## config.mk

```make
export PLATFORM = sky130hd
export DESIGN_NAME = terminal_port_flat
export DESIGN_NICKNAME = d
export VERILOG_FILES = /design/src/inc/serial_pkg.sv /design/src/inc/serial_link_if.sv /design/src/rtl/serial_engine.sv /design/src/rtl/terminal_port.sv /design/src/flat_wrapper.sv
export SDC_FILE = /design/constraint.sdc
export NUM_CORES = 1
export LEC_CHECK = 0
export BUFFER_PORTS_ARGS = -buffer_cell sky130_fd_sc_hd__buf_2
export CAP_MARGIN = 20
export CORE_MARGIN = 1
export CORE_UTILIZATION = 55
export DETAILED_ROUTE_END_ITERATION = 8
export PLACE_DENSITY = 0.83
export SLEW_MARGIN = 25
export SYNTH_ARGS = -nofsm -noshare
export SYNTH_HDL_FRONTEND = slang
export SYNTH_SLANG_ARGS = --single-unit
```

## constraint.sdc

```tcl
create_clock -name i_clk -period 4.9 [get_ports i_clk]
set_clock_uncertainty 0.05 [all_clocks]
set_input_delay 0.98 -clock i_clk [delete_from_list [all_inputs] [get_ports i_clk]]
set_output_delay 0.98 -clock i_clk [all_outputs]
set_load 0.05 [all_outputs]
```

## src/inc/serial_pkg.sv

```systemverilog
// constants shared by both ends of the asynchronous serial link
// assumes a 25 MHz system clock on each end
// Functional notes
// - every bit lasts one equal bit period
// - start, data, parity if enabled, then stop
// - data field is 7 or 8 bits
// - rates 9600, 19200, 38400, 115200 selectable
// - odd parity makes total ones odd
// - even parity makes total ones even
// - configuration picks odd or even parity
// - parity catches single-bit errors, no correction
// - parity-failed frames are stored and flagged, not resent
// - both ends share identical frame settings
// - asynchronous only, resync on each start
// - separate lines, full duplex operation
// - rts/cts only on second serial port
// - handshake paces transfers when partner needs it
`default_nettype none
package serial_pkg;
  localparam int unsigned clk_hz = 25_000_000;
  localparam int unsigned rate_9600 = 9_600;
  localparam int unsigned rate_19200 = 19_200;
  localparam int unsigned rate_38400 = 38_400;
  localparam int unsigned rate_115200 = 115_200;
  localparam int div_w = 12;
  localparam logic [div_w-1:0] div_9600 = div_w'(clk_hz / rate_9600);
  localparam logic [div_w-1:0] div_19200 = div_w'(clk_hz / rate_19200);
  localparam logic [div_w-1:0] div_38400 = div_w'(clk_hz / rate_38400);
  localparam logic [div_w-1:0] div_115200 = div_w'(clk_hz / rate_115200);
  localparam logic [1:0] sel_9600 = 2'h0;
  localparam logic [1:0] sel_19200 = 2'h1;
  localparam logic [1:0] sel_38400 = 2'h2;
  localparam logic [1:0] sel_115200 = 2'h3;
  localparam logic line_mark = 1'h1;
  localparam logic line_space = 1'h0;
  localparam int data_w = 8;
  localparam logic [3:0] bits_short = 4'h7;
  localparam logic [3:0] bits_long = 4'h8;
  localparam int buf_depth = 2;
  typedef enum logic [2:0] {
    st_idle = 3'b000,
    st_start = 3'b001,
    st_data = 3'b010,
    st_parity = 3'b011,
    st_stop = 3'b100
  } frame_state_t;
  function automatic logic [div_w-1:0] rate_div(input logic [1:0] sel);
    logic [div_w-1:0] d;
    d = div_9600;
    case (sel)
      sel_19200: d = div_19200;
      sel_38400: d = div_38400;
      sel_115200: d = div_115200;
      default: d = div_9600;
    endcase
    return d;
  endfunction
endpackage
`default_nettype wire

```

## src/inc/serial_link_if.sv

```systemverilog
// link wires between the terminal and the controller
// assumes both ends share i_clk domain only for the bench
`timescale 1ns/100ps
`default_nettype none
interface serial_link_if;
  logic term_txd;
  logic plc_txd;
  logic term_rts;
  logic plc_cts;
  modport terminal (
    output term_txd,
    input plc_txd,
    output term_rts,
    input plc_cts
  );
  modport controller (
    input term_txd,
    output plc_txd,
    input term_rts,
    output plc_cts
  );
endinterface
`default_nettype wire

```

## src/rtl/serial_engine.sv

```systemverilog
// one full-duplex character engine: transmitter, receiver, two-entry buffer
// assumes the line input is asynchronous to i_clk
`timescale 1ns/100ps
`default_nettype none
module serial_engine #(
  parameter int width = serial_pkg::data_w,
  parameter int depth = serial_pkg::buf_depth
) (
  input wire logic i_clk,
  input wire logic i_rstn,
  input wire logic i_ce,
  input wire logic [1:0] i_rate_sel,
  input wire logic i_eight_bits,
  input wire logic i_parity_en,
  input wire logic i_parity_odd,
  input wire logic i_flow_en,
  input wire logic [width-1:0] i_tx_data,
  input wire logic i_tx_valid,
  output logic o_tx_ready,
  output logic o_tx_busy,
  output logic [width-1:0] o_rx_data,
  output logic o_rx_valid,
  input wire logic i_rx_ready,
  output logic o_rx_parity_err,
  input wire logic i_clr_parity_err,
  output logic o_rx_overrun,
  input wire logic i_rxd,
  output logic o_txd,
  input wire logic i_cts,
  output logic o_rts
);
  localparam int dw = serial_pkg::div_w;
  // tx state
  serial_pkg::frame_state_t tx_st_reg, tx_st_next;
  logic [dw-1:0] tx_cnt_reg, tx_cnt_next;
  logic [3:0] tx_bit_reg, tx_bit_next;
  logic [width-1:0] tx_sh_reg, tx_sh_next;
  logic tx_par_reg, tx_par_next;
  logic txd_reg, txd_next;
  logic [dw-1:0] div;
  logic [3:0] nbits;
  logic cts_ok;
  assign div = serial_pkg::rate_div(i_rate_sel);
  assign nbits = i_eight_bits ? serial_pkg::bits_long : serial_pkg::bits_short;
  // rx and cts line synchronisers
  logic [2:0] rxs_reg;
  logic rx_line_reg;
  logic [2:0] ctss_reg;
  logic cts_line_reg;
  always_ff @(posedge i_clk or negedge i_rstn) begin
    if (!i_rstn) begin
      rxs_reg <= {3{serial_pkg::line_mark}};
      rx_line_reg <= serial_pkg::line_mark;
      ctss_reg <= 3'h0;
      cts_line_reg <= 1'h0;
    end else if (i_ce) begin
      rxs_reg <= {rxs_reg[1:0], i_rxd};
      ctss_reg <= {ctss_reg[1:0], i_cts};
      if (rxs_reg[1] == rxs_reg[2]) rx_line_reg <= rxs_reg[2];
      if (ctss_reg[1] == ctss_reg[2]) cts_line_reg <= ctss_reg[2];
    end
  end
  assign cts_ok = !i_flow_en || cts_line_reg;
  assign o_tx_ready = (tx_st_reg == serial_pkg::st_idle) && cts_ok;
  assign o_tx_busy = (tx_st_reg != serial_pkg::st_idle);
  assign o_txd = txd_reg;
  always_comb begin
    tx_st_next = tx_st_reg;
    tx_cnt_next = tx_cnt_reg;
    tx_bit_next = tx_bit_reg;
    tx_sh_next = tx_sh_reg;
    tx_par_next = tx_par_reg;
    txd_next = txd_reg;
    if (tx_st_reg != serial_pkg::st_idle) tx_cnt_next = tx_cnt_reg - dw'(1);
    case (tx_st_reg)
      serial_pkg::st_idle: begin
        txd_next = serial_pkg::line_mark;
        if (i_tx_valid && cts_ok) begin
          tx_sh_next = i_tx_data;
          tx_par_next = i_parity_odd;
          tx_bit_next = 4'h0;
          tx_cnt_next = div - dw'(1);
          txd_next = serial_pkg::line_space;
          tx_st_next = serial_pkg::st_start;
        end
      end
      serial_pkg::st_start: begin
        if (tx_cnt_reg == '0) begin
          tx_cnt_next = div - dw'(1);
          txd_next = tx_sh_reg[0];
          tx_par_next = tx_par_reg ^ tx_sh_reg[0];
          tx_sh_next = tx_sh_reg >> 1;
          tx_st_next = serial_pkg::st_data;
        end
      end
      serial_pkg::st_data: begin
        if (tx_cnt_reg == '0) begin
          tx_cnt_next = div - dw'(1);
          tx_bit_next = tx_bit_reg + 4'h1;
          if (tx_bit_reg + 4'h1 == nbits) begin
            txd_next = i_parity_en ? tx_par_reg : serial_pkg::line_mark;
            tx_st_next = i_parity_en ? serial_pkg::st_parity : serial_pkg::st_stop;
          end else begin
            txd_next = tx_sh_reg[0];
            tx_par_next = tx_par_reg ^ tx_sh_reg[0];
            tx_sh_next = tx_sh_reg >> 1;
          end
        end
      end
      serial_pkg::st_parity: begin
        if (tx_cnt_reg == '0) begin
          tx_cnt_next = div - dw'(1);
          txd_next = serial_pkg::line_mark;
          tx_st_next = serial_pkg::st_stop;
        end
      end
      serial_pkg::st_stop: begin
        if (tx_cnt_reg == '0) tx_st_next = serial_pkg::st_idle;
      end
      default: tx_st_next = serial_pkg::st_idle;
    endcase
  end
  always_ff @(posedge i_clk or negedge i_rstn) begin
    if (!i_rstn) begin
      tx_st_reg <= serial_pkg::st_idle;
      tx_cnt_reg <= '0;
      tx_bit_reg <= 4'h0;
      tx_sh_reg <= '0;
      tx_par_reg <= 1'h0;
      txd_reg <= serial_pkg::line_mark;
    end else if (i_ce) begin
      tx_st_reg <= tx_st_next;
      tx_cnt_reg <= tx_cnt_next;
      tx_bit_reg <= tx_bit_next;
      tx_sh_reg <= tx_sh_next;
      tx_par_reg <= tx_par_next;
      txd_reg <= txd_next;
    end
  end
  // receiver
  serial_pkg::frame_state_t rx_st_reg, rx_st_next;
  logic [dw-1:0] rx_cnt_reg, rx_cnt_next;
  logic [3:0] rx_bit_reg, rx_bit_next;
  logic [width-1:0] rx_sh_reg, rx_sh_next;
  logic rx_par_reg, rx_par_next;
  logic rx_push;
  logic rx_bad;
  always_comb begin
    rx_st_next = rx_st_reg;
    rx_cnt_next = rx_cnt_reg;
    rx_bit_next = rx_bit_reg;
    rx_sh_next = rx_sh_reg;
    rx_par_next = rx_par_reg;
    rx_push = 1'b0;
    rx_bad = 1'b0;
    if (rx_st_reg != serial_pkg::st_idle) rx_cnt_next = rx_cnt_reg - dw'(1);
    case (rx_st_reg)
      serial_pkg::st_idle: begin
        if (rx_line_reg == serial_pkg::line_space) begin
          rx_cnt_next = (div >> 1) - dw'(1);
          rx_st_next = serial_pkg::st_start;
        end
      end
      serial_pkg::st_start: begin
        if (rx_cnt_reg == '0) begin
          rx_cnt_next = div - dw'(1);
          rx_bit_next = 4'h0;
          rx_par_next = i_parity_odd;
          rx_sh_next = '0;
          rx_st_next = (rx_line_reg == serial_pkg::line_space) ?
            serial_pkg::st_data : serial_pkg::st_idle;
        end
      end
      serial_pkg::st_data: begin
        if (rx_cnt_reg == '0) begin
          rx_cnt_next = div - dw'(1);
          rx_sh_next = rx_sh_reg | (width'(rx_line_reg) << rx_bit_reg);
          rx_par_next = rx_par_reg ^ rx_line_reg;
          rx_bit_next = rx_bit_reg + 4'h1;
          if (rx_bit_reg + 4'h1 == nbits)
            rx_st_next = i_parity_en ? serial_pkg::st_parity : serial_pkg::st_stop;
        end
      end
      serial_pkg::st_parity: begin
        if (rx_cnt_reg == '0) begin
          rx_cnt_next = div - dw'(1);
          rx_par_next = rx_par_reg ^ rx_line_reg;
          rx_st_next = serial_pkg::st_stop;
        end
      end
      serial_pkg::st_stop: begin
        if (rx_cnt_reg == '0) begin
          rx_st_next = serial_pkg::st_idle;
          rx_push = (rx_line_reg == serial_pkg::line_mark);
          rx_bad = i_parity_en && rx_par_reg;
        end
      end
      default: rx_st_next = serial_pkg::st_idle;
    endcase
  end
  always_ff @(posedge i_clk or negedge i_rstn) begin
    if (!i_rstn) begin
      rx_st_reg <= serial_pkg::st_idle;
      rx_cnt_reg <= '0;
      rx_bit_reg <= 4'h0;
      rx_sh_reg <= '0;
      rx_par_reg <= 1'h0;
    end else if (i_ce) begin
      rx_st_reg <= rx_st_next;
      rx_cnt_reg <= rx_cnt_next;
      rx_bit_reg <= rx_bit_next;
      rx_sh_reg <= rx_sh_next;
      rx_par_reg <= rx_par_next;
    end
  end
  // two-entry buffer, word plus parity tag
  logic [width:0] mem_reg [depth];
  logic [width:0] mem_next [depth];
  logic [1:0] cnt_reg, cnt_next;
  logic rd_ptr_reg, rd_ptr_next, wr_ptr_reg, wr_ptr_next;
  logic perr_reg, perr_next, ovr_reg, ovr_next;
  logic buf_ready, do_push, do_pop;
  assign buf_ready = (cnt_reg != 2'(depth));
  assign do_push = rx_push && buf_ready;
  assign do_pop = o_rx_valid && i_rx_ready;
  assign o_rx_valid = (cnt_reg != 2'h0);
  assign o_rx_data = mem_reg[rd_ptr_reg][width-1:0];
  assign o_rx_parity_err = perr_reg;
  assign o_rx_overrun = ovr_reg;
  assign o_rts = !i_flow_en || (cnt_reg == 2'h0);
  always_comb begin
    mem_next = mem_reg;
    cnt_next = cnt_reg;
    rd_ptr_next = rd_ptr_reg;
    wr_ptr_next = wr_ptr_reg;
    if (do_push) begin
      mem_next[wr_ptr_reg] = {rx_bad, rx_sh_reg};
      wr_ptr_next = !wr_ptr_reg;
    end
    if (do_pop) rd_ptr_next = !rd_ptr_reg;
    cnt_next = cnt_reg + 2'(do_push) - 2'(do_pop);
    // set wins over clear
    perr_next = (do_push && rx_bad) || (perr_reg && !i_clr_parity_err);
    ovr_next = (rx_push && !buf_ready) || (ovr_reg && !i_clr_parity_err);
  end
  always_ff @(posedge i_clk or negedge i_rstn) begin
    if (!i_rstn) begin
      for (int i = 0; i < depth; i++) mem_reg[i] <= '0;
      cnt_reg <= 2'h0;
      rd_ptr_reg <= 1'h0;
      wr_ptr_reg <= 1'h0;
      perr_reg <= 1'h0;
      ovr_reg <= 1'h0;
    end else if (i_ce) begin
      mem_reg <= mem_next;
      cnt_reg <= cnt_next;
      rd_ptr_reg <= rd_ptr_next;
      wr_ptr_reg <= wr_ptr_next;
      perr_reg <= perr_next;
      ovr_reg <= ovr_next;
    end
  end
endmodule
`default_nettype wire

```

## src/rtl/terminal_port.sv

```systemverilog
// terminal end: first serial port plain, second with rts/cts pacing
// assumes the controller end shares frame settings
`timescale 1ns/100ps
`default_nettype none
module terminal_port (
  input wire logic i_clk,
  input wire logic i_rstn,
  input wire logic i_ce,
  input wire logic i_use_second_port,
  input wire logic i_flow_en,
  input wire logic [1:0] i_rate_sel,
  input wire logic i_eight_bits,
  input wire logic i_parity_en,
  input wire logic i_parity_odd,
  input wire logic [7:0] i_tx_data,
  input wire logic i_tx_valid,
  output logic o_tx_ready,
  output logic o_tx_busy,
  output logic [7:0] o_rx_data,
  output logic o_rx_valid,
  input wire logic i_rx_ready,
  output logic o_rx_parity_err,
  input wire logic i_clr_parity_err,
  output logic o_rx_overrun,
  serial_link_if.terminal link
);
  logic flow;
  assign flow = i_use_second_port && i_flow_en;
  serial_engine u_eng (
    .i_clk(i_clk),
    .i_rstn(i_rstn),
    .i_ce(i_ce),
    .i_rate_sel(i_rate_sel),
    .i_eight_bits(i_eight_bits),
    .i_parity_en(i_parity_en),
    .i_parity_odd(i_parity_odd),
    .i_flow_en(flow),
    .i_tx_data(i_tx_data),
    .i_tx_valid(i_tx_valid),
    .o_tx_ready(o_tx_ready),
    .o_tx_busy(o_tx_busy),
    .o_rx_data(o_rx_data),
    .o_rx_valid(o_rx_valid),
    .i_rx_ready(i_rx_ready),
    .o_rx_parity_err(o_rx_parity_err),
    .i_clr_parity_err(i_clr_parity_err),
    .o_rx_overrun(o_rx_overrun),
    .i_rxd(link.plc_txd),
    .o_txd(link.term_txd),
    .i_cts(link.plc_cts),
    .o_rts(link.term_rts)
  );
endmodule
`default_nettype wire

```

## src/flat_wrapper.sv

```systemverilog
// flat-port wrapper written by rule: the top's interface ports become plain ports
module terminal_port_flat 
  (i_clk, i_rstn, i_ce, i_use_second_port, i_flow_en, i_rate_sel, i_eight_bits, i_parity_en, i_parity_odd, i_tx_data, i_tx_valid, o_tx_ready, o_tx_busy, o_rx_data, o_rx_valid, i_rx_ready, o_rx_parity_err, i_clr_parity_err, o_rx_overrun, link_term_txd, link_plc_txd, link_term_rts, link_plc_cts);
  serial_link_if link_i ();
  input wire logic i_clk;
  input wire logic i_rstn;
  input wire logic i_ce;
  input wire logic i_use_second_port;
  input wire logic i_flow_en;
  input wire logic [1:0] i_rate_sel;
  input wire logic i_eight_bits;
  input wire logic i_parity_en;
  input wire logic i_parity_odd;
  input wire logic [7:0] i_tx_data;
  input wire logic i_tx_valid;
  output logic o_tx_ready;
  output logic o_tx_busy;
  output logic [7:0] o_rx_data;
  output logic o_rx_valid;
  input wire logic i_rx_ready;
  output logic o_rx_parity_err;
  input wire logic i_clr_parity_err;
  output logic o_rx_overrun;
  output wire logic [$bits(link_i.term_txd)-1:0] link_term_txd;
  input wire logic [$bits(link_i.plc_txd)-1:0] link_plc_txd;
  output wire logic [$bits(link_i.term_rts)-1:0] link_term_rts;
  input wire logic [$bits(link_i.plc_cts)-1:0] link_plc_cts;
  assign link_term_txd = link_i.term_txd;
  assign link_i.plc_txd = link_plc_txd;
  assign link_term_rts = link_i.term_rts;
  assign link_i.plc_cts = link_plc_cts;
  terminal_port u_core (.i_clk(i_clk), .i_rstn(i_rstn), .i_ce(i_ce), .i_use_second_port(i_use_second_port), .i_flow_en(i_flow_en), .i_rate_sel(i_rate_sel), .i_eight_bits(i_eight_bits), .i_parity_en(i_parity_en), .i_parity_odd(i_parity_odd), .i_tx_data(i_tx_data), .i_tx_valid(i_tx_valid), .o_tx_ready(o_tx_ready), .o_tx_busy(o_tx_busy), .o_rx_data(o_rx_data), .o_rx_valid(o_rx_valid), .i_rx_ready(i_rx_ready), .o_rx_parity_err(o_rx_parity_err), .i_clr_parity_err(i_clr_parity_err), .o_rx_overrun(o_rx_overrun), .link(link_i));
endmodule
```

==> flow_summary.yaml <==
status:
  status: "finished, final reports clean"
synthesis:
  seq_area_frac_synth: 0.399
  yosysWarnings: 0
  synth-seq-cells: 87
  async_flop_share: 1.00
  synth_edf_count: 0
  postSynthAreaPerCell_um2: 9.28
  synth_ff_type: "dfrtp_1"
  syn_inst: 590
  post_synth_num_cell_types: 69
  syn-cell-area_um2: 5480
  synth_nets: 628
power:
  p_sw_uw: 663
  powerDensity_nw_per_um2: 324
  sw_frac_of_total: 0.348
  pwr-share-clk: 0.250
  p_comb_frac: 0.238
  peakVddDrop_v: 0.000259
  intPower_uw: 1240
  seq_power_share: 0.512
  leakagePower_uw: 0.00259
placed_design:
  dp_hpwl_um: 9310
  post_dp_cell_area_um2: 5700
  gp_congestion: 0.973
  portBuffers: 37
critical_path:
  arrival_ns: 2.38
  start_kind: "flop"
  cp_data_required_time_ns: 3.87
  worstPathMaxFanout: 19
  cp-end-kind: "output port"
  critPathKind: "flop to output port"
clocking:
  clkSlewWorstSetupHoldPaths_ns: 0.09
  root_buffer: "clkbuf_8"
  postCtsSetupRepairBufs: 0
  worstSkewPairLatency_ns: 0.37
  clkSinkCount: 87
  cts-htree-levels: 3
  cts_tree: "built"
  cts.repair.resized: 0
  cts_buffers: 9
  hold_buffers: 0
  clockBufferDepth: 2
sta:
  worstMarginPinSlew_ns: 0.784
  hold_viol_final: 0
  fin_tns_setup_ns: 0
  setup_viol_count_final: 0
  final-max-slew-violation-count: 0
  rsz0062_at_grt: "no"
  period_share: 0.696
  timing.fmax_mhz: 293
  post-route-min-period_ns: 3.41
  max-slew-margin-rel: 0.472
global_route:
  grt-ovfl-total: 0
  grt_max_degree: 88
  grt_pass1_wl_um: 21700
  grt_pass1_vias: 4581
  antenna_found_initial: 0
  grt.total_usage: 0.270
die:
  start_util: 0.563
  die_width_um: 102
  core.rowCount: 36
  die_area_um2: 10400
  die_y_um: 102
  ios: 38
  core_area_um2: 9730
drt:
  detail_route.wl_per_cell_um: 18.0
  drt_iter0_drc: 310
  via_per_inst: 6.38
  drc: 0
  vias: 4735
  drt-total-wl_um: 13300
  drt-pass1-iter-count: 6
  ant_nets: 0
finish:
  multi_input_area_um2: 3040
  fillers: 859
  drive_above_1_share: 0.187
  syn_to_final_growth_pct: 7.47
  antenna-diode-count: 0
  nNetsFinal: 642
  regArea_um2: 2180
  fin_area_um2: 5880
  largest_reg_flops: 16
flow_run:
  drv_cap: 0
min_path:
  hold_class: "flop to flop"
==> power by group through the flow <==
| stage | Sequential, µW | Combinational, µW | Clock, µW |
|---|---|---|---|
| 2_1_floorplan | 922 | 367 | 0 |
| 3_3_place_gp | 977 | 430 | 0 |
| 3_5_place_dp | 983 | 453 | 0 |
| 4_1_cts | 970 | 454 | 489 |
| 5_1_grt | 989 | 503 | 520 |
| 6_report | 974 | 454 | 477 |
==> critical path, cell delays in order (launching register included) <==
cell and delay (ns):
dfrtp_1 0.63, nor3_1 0.57, inv_1 0.37, nor2_1 0.17
buf_2 0.27
==> logic make-up after synthesis <==
group	after synthesis	share of synthesized area
muxes	59	0.118
adders and majority gates	15	0.0343
buffers and inverters	65	0.0455
AOI/OAI and AO/OA	148	0.183
xor gates and xnor gates	18	0.0288
DFF	87	0.399
and+or+nand+nor	198	0.191
==> metrics by stage <==
step / total power [µW] / utilization / setup slack, ns / hold slack, ns / cells
after global routing: 2010 / 0.605 / 1.39 / 0.477 / 742
after global placement: 1410 / 0.586 / 1.91 / 0.421 / 726
final: 1900 / 0.605 / 1.49 / 0.438 / 742
after floorplan: 1290 / - / 1.73 / 0.405 / 590
after CTS: 1910 / 0.605 / 1.54 / 0.443 / 742
after detailed placement: 1440 / 0.586 / 1.89 / 0.429 / 726
==> cell usage after synthesis (6+ instances only) <==
library cell,count,area (µm²)
nor2_1,40,150
clkbuf_1,31,116
nor3_1,15,75.1
nand4_1,7,43.8
dfrtp_1,82,2050
o22ai_1,6,37.5
nand3_1,17,85.1
xnor2_1,11,96.3
o21ai_0,39,195
nand2_1,47,176
xor2_1,7,61.3
ha_1,15,188
nor2b_1,7,43.8
o221ai_1,6,52.6
nor4_1,10,62.6
inv_1,30,113
mux2_2,45,507
a31oi_1,11,68.8
o211ai_1,7,52.6
nand2b_1,7,43.8
nor3b_1,6,45.0
or4_1,8,60.1
o21a_1,11,82.6
mux2i_1,14,140
a21oi_1,27,135
==> routing by layer <==
layer | share of wire | wire, µm | global-route usage
met5 | 0 | 0 | 0
met4 | 0.025 | 333 | 0.113
met3 | 0.054 | 715 | 0.0545
met1 | 0.44 | 5920 | 0.351
met2 | 0.48 | 6350 | 0.440
==> cells in the final DEF, fill, tap and decap left out, types with 4 or more instances in the layout <==
cell type,instances
o31ai_1,4
mux2i_1,14
inv_1,30
o22ai_1,6
nand4_1,7
nand2_1,47
or4_1,8
a21oi_1,27
o221ai_1,6
buf_2,36
nand3_1,17
o211ai_1,7
nor3_1,15
clkbuf_8,10
and3_1,5
nor3b_1,6
dfstp_2,5
a31oi_1,11
mux2_2,45
nand2b_1,7
o21ai_0,39
or3_1,5
ha_1,15
o41ai_1,4
o21a_1,11
and2_1,5
xnor2_1,11
nor4_1,10
xor2_1,7
nor2b_1,7
nor2_1,40
dfrtp_1,82
==> worst paths after layout <==
kind / to / start / cells after the start / slack, ns
max in group asynchronous: u_core.u_eng.rx_cnt_reg[7] / i_rstn / 1 / 3.65
setup / recovery: o_tx_ready / u_core.u_eng.tx_st_reg[2] / 4 / 1.49
setup reg to reg: u_core.u_eng.tx_st_reg[2] / u_core.u_eng.tx_st_reg[2] / 5 / 1.81
min in group asynchronous: u_core.u_eng.tx_sh_reg[2] / i_rstn / 1 / 0.62
hold / removal: u_core.u_eng.rxs_reg[2] / u_core.u_eng.rxs_reg[2] / 2 / 0.44
hold reg to reg: u_core.u_eng.rxs_reg[2] / u_core.u_eng.rxs_reg[2] / 2 / 0.44
==> area by class of cell <==
type / instances / area share
Inverter: 30 / 0.0191
Multi-Input combinational cell: 438 / 0.517
Timing Repair Buffer: 38 / 0.0338
Sequential cell: 87 / 0.371
Clock buffer: 11 / 0.0240
Tap cell: 133 / 0.0283
Clock inverter: 5 / 0.00659
Note: power is estimated with default switching activity, not from simulation.
